$ cat config.mk
export PLATFORM = sky130hd
export DESIGN_NAME = adc_sample_strobe_ctrl
export DESIGN_NICKNAME = d
export VERILOG_FILES = /design/src/hw/adc_pkg.sv /design/src/hw/word_buf_if.sv /design/src/hw/word_buf.sv /design/src/hw/adc_sample_strobe_ctrl.sv
export SDC_FILE = /design/constraint.sdc
export NUM_CORES = 1
export LEC_CHECK = 0
export BUFFER_PORTS_ARGS = -buffer_cell sky130_fd_sc_hd__buf_4
export CELL_PAD_IN_SITES_DETAIL_PLACEMENT = 1
export CELL_PAD_IN_SITES_GLOBAL_PLACEMENT = 1
export CORE_UTILIZATION = 30
export CTS_CLUSTER_SIZE = 24
export DETAILED_ROUTE_END_ITERATION = 8
export PLACE_DENSITY_LB_ADDON = 0.1
export SLEW_MARGIN = 20
export SYNTH_ARGS = -nofsm -noshare
export SYNTH_HDL_FRONTEND = slang
export SYNTH_SLANG_ARGS = --single-unit
export TNS_END_PERCENT = 1
$ cat constraint.sdc
create_clock -name sys_clk -period 5.1 [get_ports sys_clk]
set_clock_uncertainty 0.05 [all_clocks]
set_input_delay 0.765 -clock sys_clk [delete_from_list [all_inputs] [get_ports sys_clk]]
set_output_delay 0.765 -clock sys_clk [all_outputs]
set_load 0.02 [all_outputs]
$ cat src/hw/adc_pkg.sv
package adc_pkg;
   localparam int RESULT_BITS       = 16;
   localparam int ADC_BITS          = 14;
   localparam int ACQ_EDGE          = 16;
   localparam int NAP_PULSES        = 2;
   localparam int SLEEP_PULSES      = 4;
   localparam int CNT_W             = 5;
   localparam int STROBE_CNT_W      = 3;
   localparam int SYS_CLK_MHZ       = 100;
   localparam int SETUP_NS          = 3;
   // late-strobe window in sys_clk cycles, rounded up, at least one
   localparam int SETUP_CYC_RAW     = (SETUP_NS * SYS_CLK_MHZ + 999) / 1000;
   localparam int SETUP_CYC         = (SETUP_CYC_RAW < 1) ? 1 : SETUP_CYC_RAW;
   localparam int REF_SETTLE_MS     = 2;
   localparam int REF_SETTLE_CYC    = REF_SETTLE_MS * SYS_CLK_MHZ * 1000;

   typedef enum logic [1:0] {
      PWR_ACTIVE = 2'b00,
      PWR_NAP    = 2'b01,
      PWR_SLEEP  = 2'b10
   } pwr_e;
endpackage

$ cat src/hw/word_buf_if.sv
`timescale 1ns/10ps
`default_nettype none
interface word_buf_if #(parameter int W = 16);
   logic         in_valid;
   logic         in_ready;
   logic [W-1:0] in_data;
   logic         out_valid;
   logic         out_ready;
   logic [W-1:0] out_data;
   modport buf_side (input in_valid, in_data, out_ready, output in_ready, out_valid, out_data);
   modport user_side (output in_valid, in_data, out_ready, input in_ready, out_valid, out_data);
endinterface
`default_nettype wire

$ cat src/hw/word_buf.sv
`timescale 1ns/10ps
`default_nettype none
// two-entry skid buffer: a stalled drain loses no word
module word_buf #(
   parameter int W = 16
) (
   input  wire logic        sys_clk,
   input  wire logic        sys_rst,
   word_buf_if.buf_side     bif
);
   logic [W-1:0] mem_r [2];
   logic         wr_ptr_r;
   logic         rd_ptr_r;
   logic [1:0]   count_r;
   wire          push = bif.in_valid && bif.in_ready;
   wire          pop  = bif.out_valid && bif.out_ready;

   assign bif.in_ready  = (count_r != 2'd2);
   assign bif.out_valid = (count_r != 2'd0);
   assign bif.out_data  = mem_r[rd_ptr_r];

   always_ff @(posedge sys_clk) begin
      if (push) begin
         mem_r[wr_ptr_r] <= bif.in_data;
      end
   end

   always_ff @(posedge sys_clk or posedge sys_rst) begin
      if (sys_rst) begin
         wr_ptr_r <= 1'b0;
         rd_ptr_r <= 1'b0;
         count_r  <= 2'd0;
      end else begin
         if (push) wr_ptr_r <= ~wr_ptr_r;
         if (pop)  rd_ptr_r <= ~rd_ptr_r;
         count_r <= count_r + 2'(push) - 2'(pop);
      end
   end
endmodule
`default_nettype wire

$ cat src/hw/adc_sample_strobe_ctrl.sv
// Function
// - strobe rising under 3ns before a serial edge delays data by one clock.
// - acquisition opens at 16th rising serial edge, closes at next strobe rise.
// - serial clock may stretch arbitrarily while result bits are read.
// - serial result output is three-state and can be released.
// - each word is the input sampled at the previous conversion start.
// - result words are two's complement.
// - each serial rising edge advances conversion and the output bit.
// - any serial clock pulse in deep power-down wakes the device.
// - strobe rising edge holds input and starts a new conversion; the code does so only while power_state is active.
// - two strobe pulses with serial clock still enter light power-down.
// - four or more strobe pulses with serial clock still enter deep power-down.
// - result is shifted out over the 16 serial cycles after a strobe rise.
`timescale 1ns/10ps
`default_nettype none
module adc_sample_strobe_ctrl
   import adc_pkg::*;
#(
   parameter int ADC_W     = ADC_BITS,
   parameter int SETTLE_CYC = REF_SETTLE_CYC
) (
   input  wire logic              sys_clk,
   input  wire logic              sys_rst,
   input  wire logic              sample_strobe,
   input  wire logic              serial_clk,
   input  wire logic [ADC_W-1:0]  sample_code,
   output logic                   serial_result_out,
   output logic                   serial_result_oe_n,
   output logic                   acq_window,
   output logic                   hold_sample,
   output logic [1:0]             power_state,
   output logic                   ref_settled,
   output logic                   word_valid,
   input  wire logic              word_ready,
   output logic [RESULT_BITS-1:0] word_data
);
   // refused at elaboration: the code must fit the 16-bit frame
   if (ADC_W < 1 || ADC_W > RESULT_BITS) begin : g_bad_adc_w
      $error("ADC_W out of range");
   end
   if (SETTLE_CYC < 0) begin : g_bad_settle
      $error("SETTLE_CYC must not be negative");
   end

   // pin synchronisers, first stage read only by second
   logic [1:0] strb_sync_r;
   logic [1:0] sck_sync_r;
   logic       strb_d_r;
   logic       sck_d_r;
   always_ff @(posedge sys_clk or posedge sys_rst) begin
      if (sys_rst) begin
         strb_sync_r <= 2'b00;
         sck_sync_r  <= 2'b00;
         strb_d_r    <= 1'b0;
         sck_d_r     <= 1'b0;
      end else begin
         strb_sync_r <= {strb_sync_r[0], sample_strobe};
         sck_sync_r  <= {sck_sync_r[0], serial_clk};
         strb_d_r    <= strb_sync_r[1];
         sck_d_r     <= sck_sync_r[1];
      end
   end
   wire strb_rise = strb_sync_r[1] && !strb_d_r;
   wire sck_rise  = sck_sync_r[1] && !sck_d_r;
   wire sck_edge  = sck_sync_r[1] != sck_d_r;

   pwr_e                 pwr_r;
   pwr_e                 pwr_nxt;
   logic [STROBE_CNT_W-1:0] still_cnt_r;
   logic [CNT_W-1:0]     bit_cnt_r;
   logic                 shifting_r;
   logic                 acq_r;
   logic                 late_r;
   logic [$clog2(SETUP_CYC+1)-1:0] since_strb_r;
   logic [RESULT_BITS-1:0] cur_word_r;
   logic [RESULT_BITS-1:0] held_word_r;
   logic [RESULT_BITS-1:0] shift_r;
   logic                 sdo_r;
   logic                 oe_n_r;
   logic [31:0]          settle_cnt_r;

   // left-justify the two's complement code into the 16-bit frame
   function automatic logic [RESULT_BITS-1:0] frame_code(input logic [ADC_W-1:0] c);
      frame_code = RESULT_BITS'(c) << (RESULT_BITS - ADC_W);
   endfunction

   // power-down counting: strobes while the serial clock stands still
   wire [STROBE_CNT_W-1:0] still_inc =
      (still_cnt_r == STROBE_CNT_W'(SLEEP_PULSES)) ? still_cnt_r : still_cnt_r + 1'b1;
   always_comb begin
      pwr_nxt = pwr_r;
      if (sck_edge) begin
         if (pwr_r != PWR_ACTIVE) pwr_nxt = PWR_ACTIVE;
      end else if (strb_rise) begin
         if (still_inc >= STROBE_CNT_W'(SLEEP_PULSES))    pwr_nxt = PWR_SLEEP;
         else if (still_inc >= STROBE_CNT_W'(NAP_PULSES)) pwr_nxt = PWR_NAP;
      end
   end

   // a strobe next to a serial edge still converts; only the still count ignores it
   wire start_sample_strobe = strb_rise && pwr_r == PWR_ACTIVE;

   always_ff @(posedge sys_clk or posedge sys_rst) begin
      if (sys_rst) begin
         pwr_r       <= PWR_ACTIVE;
         still_cnt_r <= '0;
      end else begin
         pwr_r <= pwr_nxt;
         if (sck_edge)       still_cnt_r <= '0;
         else if (strb_rise) still_cnt_r <= still_inc;
      end
   end

   // reference settle timer after a sleep wake; reports only
   always_ff @(posedge sys_clk or posedge sys_rst) begin
      if (sys_rst) begin
         settle_cnt_r <= '0;
      end else if (pwr_r == PWR_SLEEP) begin
         settle_cnt_r <= 32'(SETTLE_CYC);
      end else if (settle_cnt_r != 32'h0) begin
         settle_cnt_r <= settle_cnt_r - 32'h1;
      end
   end
   assign ref_settled = (settle_cnt_r == 32'h0);

   // conversion sequencing on serial clock rising edges
   always_ff @(posedge sys_clk or posedge sys_rst) begin
      if (sys_rst) begin
         since_strb_r <= '0;
         late_r       <= 1'b0;
         bit_cnt_r    <= '0;
         shifting_r   <= 1'b0;
         acq_r        <= 1'b1;
         cur_word_r   <= '0;
         held_word_r  <= '0;
         shift_r      <= '0;
         sdo_r        <= 1'b0;
         oe_n_r       <= 1'b1;
      end else begin
         if (since_strb_r != '0) since_strb_r <= since_strb_r - 1'b1;
         if (start_sample_strobe) begin
            // word out is the previous sample; new sample is held now
            held_word_r  <= cur_word_r;
            cur_word_r   <= frame_code(sample_code);
            acq_r        <= 1'b0;
            bit_cnt_r    <= '0;
            shifting_r   <= 1'b1;
            late_r       <= 1'b0;
            shift_r      <= cur_word_r;
            since_strb_r <= ($bits(since_strb_r))'(SETUP_CYC);
         end else if (sck_rise && pwr_r == PWR_ACTIVE) begin
            if (shifting_r && since_strb_r != '0 && bit_cnt_r == '0 && !late_r) begin
               late_r <= 1'b1;
            end else if (shifting_r) begin
               // no timeout: stretched serial clock keeps the frame
               sdo_r     <= shift_r[RESULT_BITS-1];
               shift_r   <= {shift_r[RESULT_BITS-2:0], 1'b0};
               oe_n_r    <= 1'b0;
               bit_cnt_r <= bit_cnt_r + 1'b1;
               if (bit_cnt_r == CNT_W'(RESULT_BITS-1)) begin
                  shifting_r <= 1'b0;
                  acq_r      <= 1'b1;
               end
            end else begin
               oe_n_r <= 1'b1;
            end
         end
      end
   end

   // completed words leave through the buffer
   word_buf_if #(.W(RESULT_BITS)) wb ();
   logic push_pend_r;
   always_ff @(posedge sys_clk or posedge sys_rst) begin
      if (sys_rst) begin
         push_pend_r <= 1'b0;
      end else if (start_sample_strobe) begin
         push_pend_r <= 1'b1;
      end else if (wb.in_ready) begin
         push_pend_r <= 1'b0;
      end
   end
   assign wb.in_valid  = push_pend_r;
   assign wb.in_data   = held_word_r;
   assign wb.out_ready = word_ready;
   word_buf #(.W(RESULT_BITS)) u_buf (
      .sys_clk (sys_clk),
      .sys_rst (sys_rst),
      .bif     (wb)
   );

   assign word_valid         = wb.out_valid;
   assign word_data          = wb.out_data;
   assign serial_result_out  = sdo_r;
   assign serial_result_oe_n = oe_n_r;
   assign acq_window         = acq_r;
   assign hold_sample        = !acq_r;
   assign power_state        = pwr_r;
endmodule
`default_nettype wire

# Yosys cells after proc, flatten, opt, wreduce, memory -nomap -nowiden
# Memories as Yosys holds them, arrays and structs flattened.
# Cells that the tools add are included.
# W data, S select, Z words.
# totals
ff_bits	103
mem_bits_rw	28
out_inout_bits	24
n_memories	1
# classes
n_addsub	6
order_cmp	2
eq_ne	7
n_mux	38
bitwise	4
reduce_logical	34
# memory_table
memory	depth	word_bits	read_ports	rd_ports_with_merged_regs	wr	line	source
u_buf.mem_r	2	14	1	0	1	word_buf.sv:11	logic [W-1:0] mem_r [2];
# ops
cell	count
$mux W16	4
$mux W32	2
$logic_not A32 Y1	1
$reduce_bool A32 Y1	1
$sub A32 B1 Y32 const B	1
$mux W1	20
$mux W5	4
$reduce_bool A2 Y1	9
$mux W2	5
$logic_and A1 B1 Y1	9
$mux W3	3
$reduce_and A3 Y1	3
$reduce_and A4 Y1	2
$add A5 B1 Y5 const B	1
$eq A5 B4 Y1 const B	1
$logic_not A5 Y1	1
$logic_not A1 Y1	4
$ne A2 B2 Y1 const B	2
$not A1 Y1	4
$reduce_and A2 Y1	2
$add A3 B1 Y3 const B	1
$eq A3 B3 Y1 const B	1
$ge A3 B2 Y1 const B	1
$ge A3 B3 Y1 const B	1
8 further kinds	8

# Logic depth before layout (Yosys ltp)
# Gate-level depths: netlist of the first run.
# depth
depth_word	7
mapped_depth	10
depth_no_buf	7

# Cells and area by module
# Synthesis of the first run repeated with hierarchy kept, for this count alone.
# hier_totals
cells_unflattened	533
hier_area_um2	5848.1
# modules_own_cells
mod	n_inst	cells_each	area_per_inst_um2	seq_area_each_um2
adc_sample_strobe_ctrl	1	465	4481.8	2429.8
word_buf	1	68	1366.3	1061.0

# Worst setup path before layout of the first run
# No wires, ideal clock.
# synth_timing
path_type	register -> output
start	reg settle_cnt_r[0]
end	out ref_settled
arrival_time_ns	1.764
t_required_ns	4.285
path_slack_ns	2.521
path_stages_with_launch	7
path_buffers	1
cell_sequence	dfrtp_1 > inv_1 > ha_1 > or4b_1 > clkbuf_1 > nor4_4 > and3_1
# synth_via
elab_chain_len	1
# synth_lines
item	line	source
start, declared	adc_sample_strobe_ctrl.sv:80	logic [31:0] settle_cnt_r;
start signal, assigned	adc_sample_strobe_ctrl.sv:119	settle_cnt_r <= 32'(SETTLE_CYC);
start signal, assigned	adc_sample_strobe_ctrl.sv:121	settle_cnt_r <= settle_cnt_r - 32'h1;
$logic_not A32 Y1	adc_sample_strobe_ctrl.sv:124	assign ref_settled = (settle_cnt_r == 32'h0);
end, declared	adc_sample_strobe_ctrl.sv:32	output logic ref_settled,
# No other way between the ends.

# Worst setup path in the final report of the first run
# Ends and elaborated chain as after synthesis.

==> impl_results.md, run 1 <==
- Non-filler instance count after layout: 808
- Post-Synth Simple-Gate Area: 19.4%
- Synth Area in Adders: 1.97%
- Setup TNS: 0 ns
- Leak: between 3 and 4 nW
- CP Data Required Time: about 4.3 ns
- Clock buffer count from CTS: 17
- Post-route minimum period: around 3.2 ns
- CTS tree: yes
- Worst setup SP type: register
- Number of synthesized flops with an enable pin: 28
- Pwr Density: 540 nW/um2
- Area delta synth->final: 18.2%
- Initial antenna violation count: 0
- Worst vdd ir: around 0.00025 V
- Slew Limit Headroom: between 30% and 40%
- Synth unique cells: 59
- Multiplexer area fraction after synthesis: 5.75%
- Compound-Gate Fraction of Synth Area: between 8 and 9%
- Yosys top cell by area: dfrtp_1
- Critical path, cell by cell: inv_1 > ha_1 > or4b_1 > nor4_4 > and3_1 > buf_4
- Sequential area share after synthesis: slightly below 60%
- Critical Path End Type: primary output
- Critical Path AT: roughly 2.4 ns
- Final period utilization: around 63%
- IO Pins: between 40 and 50
- Clk sinks: roughly 130
- XOR/XNOR Fraction of Synth Area: roughly 2.4%
- Port bufs: 40
- CP max-delay cell: or4b_1
- Fin nets: between 500 and 600
- Initial detailed-routing violation count: roughly 160
- Clock Tree Buf Depth: 2
- Largest family of logic cells by synthesized area: simple AND/OR/NAND/NOR gates
- Final number of max-transition violations: 0
- Starting Density: between 30% and 40%
- Critical path buffers and inverters: 2
- Crit-path max FO: 7
- Remaining Overflow, GRT: 0
- Area share of the largest cell type after synthesis: 43.3%
- CTS root buffer: clkbuf_16
- Post-detail-place hpwl: around 8300 um
- Synthesized area per cell: roughly 11 um2
- Number of global-route vias before repair: between 4000 and 5000
- Layout cells sized above 1: roughly a fifth
- Core Rows: 50
- First-pass GRT wire length: between 20000 and 25000 um
- Die extent in x: ~140 um
- Kind of critical path: register to primary output
- Drt via density: 4.85
- Synth Cell Area: around 5700 um2
- Drt wl/cell: between 15 and 20 um
- Power consumption: 3.65 mW
- Biggest cell delay along the critical path: just over 0.6 ns
- DRC errors left: 0
- Setup-failing EPs final: 0
- Cell depth of the worst setup path: 6
- Mapped Cells: 520
- Clock transition at the registers of the reported paths: around 0.050 ns
- Post-CTS Setup Bufs: 0
- Final Hold Viols: 0
- Synth cell count leaders: 112 x nand2_1, 99 x dfrtp_1, 28 x edfxtp_1
- Asr flop ratio synth: ~80%
- Post-DRT Antenna Nets: 0
- Hold-fix buffers, CTS: 0
- Worst-Skew Late Latency: between 0.4 and 0.5 ns
- Die ar.: just under 20000 um2
- #FFs+latches synth: approximately 130
- Core area: about 19000 um2
- Placer congestion estimate: 0.727
- All-Layer GR Usage: ~14%
- Hold-critical path depth: 0
- Cell count after placement: 776
- Largest net degree at the start of global routing: 73
- Top Family by Delay on Critical Path: simple AND/OR/NAND/NOR gates
- Min-Delay Path Class: register to register
- Flop2flop setup slack: between 2 and 2.5 ns
- RSZ-0062 raised after global routing: false
- Via total after detailed routing: ~3900
- Slew of the pin with the lowest slew margin: roughly 0.95 ns
- Ys flop type: dfrtp_1
- TritonRoute pass-1 iters: 4
- Synthesis Warnings: 0
- Outcome: finished clean
- Top-count cell post-synth: nand2_1
- Post-CTS Resized: 0
- Area contributors post-synth: dfrtp_1 43%, edfxtp_1 15%, nand2_1 7.3%, mux2_2 3.0%, mux2i_1 2.8%
- Worst r2r path cells: 7
- Max-cap violation count: 0
- Fmax: 0.314 GHz
- Die height: ~140 um
- Final Util: roughly 36%
- Diode count: 0
- Routed Wire Length: 12500 um
- Max H-tree Level: 4
- Fillers: between 2000 and 2500
==> per-stage QoR <==
stage          setup slack [ns]  area, um2  hold slack (ns)
4_1_cts                    1.88       6760            0.299
3_3_place_gp               2.24       6230            0.282
6_report                   1.91       6760            0.297
5_1_grt                    1.77       6760            0.307
3_5_place_dp               2.14       6230            0.287
2_1_floorplan              1.64       5720            0.281
==> sequential cells by signal (all words and copies together), names as in the netlist, 3 cells and up <==
name          cells
u_buf.mem_r      28
cur_word_r       14
bit_cnt_r         5
settle_cnt_r     32
shift_r          14
held_word_r      14
still_cnt_r       3
==> routing by layer <==
metal	global-route usage, %	vias up	wire length, um
met5	0	-	0
li1	-	1895	-
met4	4.86	0	115
met1	19.5	1966	6150
met3	4.14	8	391
met2	21.4	52	5820
==> area by class of cell <==
type / instances / area, um2 / area share, %
Clock buffer: 17 / 425 / 6.29
Inverter: 17 / 66.3 / 0.980
Timing Repair Buffer: 45 / 338 / 4.99
Multi-Input combinational cell: 351 / 2160 / 31.9
Tap cell: 234 / 293 / 4.33
Sequential cell: 129 / 3370 / 49.8
Clock inverter: 15 / 113 / 1.66
==> worst reg2reg max path: cells and delay by family, from the launching register on <==
kind / cells / cell delay, ns
and+or+nand+nor: 5 / 2.06
DFF: 1 / 0.39
adders and majority gates: 1 / 0.19
buffers and inverters: 1 / 0.10
==> cells in the final DEF, fill, tap and decap left out, drive strengths merged, types with 6 or more instances in the layout <==
cell	netlist	final
nor3	12	12
dfrtp	99	99
mux2i	16	16
a21oi	18	18
nor4	9	9
nor2	26	26
mux2	15	15
nand2	112	112
ha	9	9
inv	17	20
clkinv	0	9
and3	6	6
or4	9	9
xnor2	11	11
o21ai	25	25
nand2b	7	7
edfxtp	28	28
or3	14	14
buf	9	45
clkbuf	15	17
nand3	7	7
==> path summary, 6_finish.rpt <==
check | start | to
max in group asynchronous | sys_rst | serial_result_oe_n$_DFFE_PP1P_
min in group asynchronous | sys_rst | settle_cnt_r[15]$_DFFE_PP0P_
hold / removal | sck_sync_r[0]$_DFF_PP0_ | sck_sync_r[1]$_DFF_PP0_
setup / recovery | settle_cnt_r[0]$_DFFE_PP0P_ | ref_settled
hold reg to reg | sck_sync_r[0]$_DFF_PP0_ | sck_sync_r[1]$_DFF_PP0_
setup reg to reg | settle_cnt_r[0]$_DFFE_PP0P_ | settle_cnt_r[6]$_DFFE_PP0P_
==> power by group <==
part | total (mW) | leakage (nW) | switching, mW | internal (mW)
registers | 1.58 | 1.53 | 0.237 | 1.34
logic | 0.978 | 1.24 | 0.553 | 0.425
clock network | 1.10 | 0.260 | 0.476 | 0.624
==> cell families after synthesis <==
| family | count (synthesis) |
|---|---|
| AO/OA/AOI/OAI | 70 |
| XOR/XNOR | 16 |
| adder cells (fa/ha/maj) | 9 |
| buffers and inverters | 41 |
| flip-flops | 129 |
| multiplexers | 31 |
| other | 1 |
| AND/OR/NAND/NOR | 223 |
Note: power is estimated with default switching activity, not from simulation.
==> inputs of run 2 (changes only) <==
--- a/config.mk
+++ b/config.mk
@@ -5,6 +5,7 @@
 export SDC_FILE = /design/constraint.sdc
 export NUM_CORES = 1
 export LEC_CHECK = 0
+export ABC_AREA = 1
 export BUFFER_PORTS_ARGS = -buffer_cell sky130_fd_sc_hd__buf_4
 export CELL_PAD_IN_SITES_DETAIL_PLACEMENT = 1
 export CELL_PAD_IN_SITES_GLOBAL_PLACEMENT = 1
==> constraint.sdc (replaced) <==
create_clock -name sys_clk -period 3.3 [get_ports sys_clk]
set_clock_uncertainty 0.05 [all_clocks]
set_input_delay 0.495 -clock sys_clk [delete_from_list [all_inputs] [get_ports sys_clk]]
set_output_delay 0.495 -clock sys_clk [all_outputs]
set_load 0.02 [all_outputs]
==> run 2 against run 1 <==
- sequential cell count unchanged
- global-route usage up 1.7 points
- final cell count up 24%
- synthesized cell count up 30%
- critical path type unchanged
- largest cell class unchanged
- largest power group unchanged
==> impl_results.md, run 2 <==
- DRC errors left: 0 (unchanged)
- Pwr Density: 826 nW/um2 (+53%)
- Kind of critical path: register to primary output
- Largest family of logic cells by synthesized area: simple AND/OR/NAND/NOR gates
- Critical Path End Type: primary output
- Setup-failing EPs final: 0 (unchanged)
- Post-detail-place hpwl: 10400 um (+25%)
- Clock transition at the registers of the reported paths: 0.06 ns (about the same)
- Leak: 3.36 nW (+11%)
- Critical Path AT: 2.04 ns (-0.33 ns)
- Die extent in x: 144 um (+3.0%)
- Drt wl/cell: 14.8 um (-3.9%)
- Via total after detailed routing: 4577 (+17%)
- Post-route minimum period: 2.59 ns
- Layout cells sized above 1: 19.0% (-1.4 points)
- Number of synthesized flops with an enable pin: 28 (unchanged)
- Post-Synth Simple-Gate Area: 28.4% (+9.0 points)
- Ys flop type: dfrtp_1
- CTS root buffer: clkbuf_16
- Synthesis Warnings: 0 (unchanged)
- Fillers: 2357 (+15%)
- Worst-Skew Late Latency: 0.42 ns (about the same)
- Slew Limit Headroom: 55.1% (+19 points)
- Compound-Gate Fraction of Synth Area: 4.65% (-3.4 points)
- Mapped Cells: 675 (+30%)
- Hold-fix buffers, CTS: 0 (unchanged)
- Fmax: between 0.3 and 0.4 GHz
- Drt via density: 4.59 (-5.5%)
- Min-Delay Path Class: primary input to async pin
- Area contributors post-synth: dfrtp_1 41%, edfxtp_1 14%, nand2_1 12%, nand3_1 5.3%, nor2_1 4.1%
- Synth Cell Area: 6080 um2 (+6.2%)
- #FFs+latches synth: 129 (unchanged)
- Commonest non-fill, non-tap cell in the layout: nand2_1
- Post-DRT Antenna Nets: 0 (unchanged)
- Worst r2r path cells: 9 (+2)
- Cell count after placement: 966 (+24%)
- Area delta synth->final: 18.4%
- Fin nets: 748 (+27%)
- Routed Wire Length: 14800 um (+19%)
- Crit-path max FO: 10 (+3)
- Outcome: finished clean
- Initial detailed-routing violation count: 185 (+19%)
- All-Layer GR Usage: 15.9% (+1.7 points)
- Synth Area in Adders: 1.85% (-0.12 points)
- RSZ-0062 raised after global routing: false
- Final Hold Viols: 0 (unchanged)
- Synth cell count leaders: 191 x nand2_1, 99 x dfrtp_1, 67 x nor2_1
- Setup TNS: 0 ns (unchanged)
- Port bufs: 40 (unchanged)
- Clock buffer count from CTS: 17 (unchanged)
- Diode count: 0 (unchanged)
- Synthesized area per cell: 9.00 um2 (-18%)
- Die ar.: 20800 um2 (+6.1%)
- TritonRoute pass-1 iters: 4 (unchanged)
- Top-count cell post-synth: nand2_1
- Area share of the largest cell type after synthesis: 40.8% (-2.5 points)
- Core Rows: 51 (+2.0%)
- Largest registers: settle_cnt_r (32), u_buf.mem_r (28)
- Clock Tree Buf Depth: 2 (unchanged)
- First-pass GRT wire length: 25000 um (+16%)
- Post-CTS Resized: 0 (unchanged)
- Die height: 144 um (+3.0%)
- Final number of max-transition violations: 0 (unchanged)
- Clk sinks: 129 (unchanged)
- Placer congestion estimate: 0.793 (+9.1%)
- Starting Density: 30.9% (+0.33 points)
- Yosys top cell by area: dfrtp_1
- Reg with most FFs: settle_cnt_r
- Worst setup SP type: register
- Core area: 19700 um2 (+5.1%)
- Post-CTS Setup Bufs: 0 (unchanged)
- CTS tree: yes
- Number of global-route vias before repair: 4843 (+17%)
- Synth unique cells: 34 (-42%)
- Final period utilization: between 70% and 80%
- IO Pins: 43 (unchanged)
- CP Data Required Time: 2.75 ns (-1.53 ns)
- Initial antenna violation count: 0 (unchanged)
- Slew of the pin with the lowest slew margin: 0.673 ns (-0.279 ns)
- Max H-tree Level: 4 (unchanged)
- Max-cap violation count: 0 (unchanged)
- Sequential area share after synthesis: 55.5% (-3.4 points)
- XOR/XNOR Fraction of Synth Area: 0.865% (-1.6 points)
- Worst vdd ir: 0.000363 V (+47%)
- Largest register FFs: 32 (unchanged)
- Asr flop ratio synth: 78.3% (unchanged)
- Non-filler instance count after layout: 998 (+24%)
- Largest net degree at the start of global routing: 57 (-22%)
- Power consumption: 5.94 mW (+63%)
- Remaining Overflow, GRT: 0 (unchanged)
- Multiplexer area fraction after synthesis: 2.59% (-3.2 points)
- Most frequent cells in the layout: 191 x nand2_1, 99 x dfrtp_1, 67 x nor2_1
==> run 2: layer usage <==
layer,part of all wire [%],track usage [%]
met1,51,21.9
met2,45,24.5
met3,2.1,3.61
met4,1.2,5.48
met5,0,0
==> run 2: area by class of cell <==
type / instances / area [um2] / area share [%]
clock buffers: 19 / 433 / 6.02
repair buffers: 46 / 358 / 4.97
flip-flops and latches: 129 / 3370 / 46.9
multi-input cells: 462 / 2340 / 32.5
inverters: 64 / 243 / 3.37
well taps: 265 / 332 / 4.61
clock inverters: 13 / 120 / 1.67
==> run 2: kinds of logic (layout without fill, tap and decap cells) <==
logic type | count (synthesis) | after routing
compound gates | 51 | 51
simple gates | 380 | 380
fa+ha+maj | 9 | 9
xor+xnor | 6 | 6
buf+inv | 85 | 142
flops | 129 | 129
other cells | 1 | 2
mux | 14 | 14
==> run 2: final timing paths <==
path,slack [ns],start,endpoint
max reg2reg,1.04,bit_cnt_r[0]$_DFFE_PP0P_,bit_cnt_r[4]$_DFFE_PP0P_
max,0.71,settle_cnt_r[0]$_DFFE_PP0P_,ref_settled
min reg2reg,0.31,sck_sync_r[0]$_DFF_PP0_,sck_sync_r[1]$_DFF_PP0_
min,0.13,sys_rst,still_cnt_r[2]$_DFFE_PP0P_
max in group asynchronous,2.31,sys_rst,serial_result_oe_n$_DFFE_PP1P_
min in group sys_clk,0.14,sample_strobe,strb_sync_r[0]$_DFF_PP0_
==> run 2: stage by stage <==
stage / area [um2] / hold slack (ns) / util [%] / setup slack [ns]
final: 7190 / 0.133 / 36.6 / 0.713
after global routing: 7190 / 0.116 / 36.6 / 0.521
after CTS: 7190 / 0.116 / 36.6 / 0.685
after detailed placement: 6640 / 0.300 / 33.8 / 1.06
after global placement: 6640 / 0.284 / 33.8 / 1.14
after floorplan: 6080 / 0.281 / - / 0.111
==> run 2: power breakdown <==
part	internal (mW)	switching (mW)	total, mW
Combinational	0.672	0.983	1.65
Sequential	2.10	0.395	2.49
Clock	1.10	0.698	1.79
==> run 2: worst max-delay path, stage by stage, from the launching register on <==
cell     delay, ns
dfrtp_1       0.39
inv_1         0.12
ha_1          0.28
nand2_4       0.11
nor2_8        0.20
nand2_1       0.08
nor4_1        0.25
buf_4         0.19
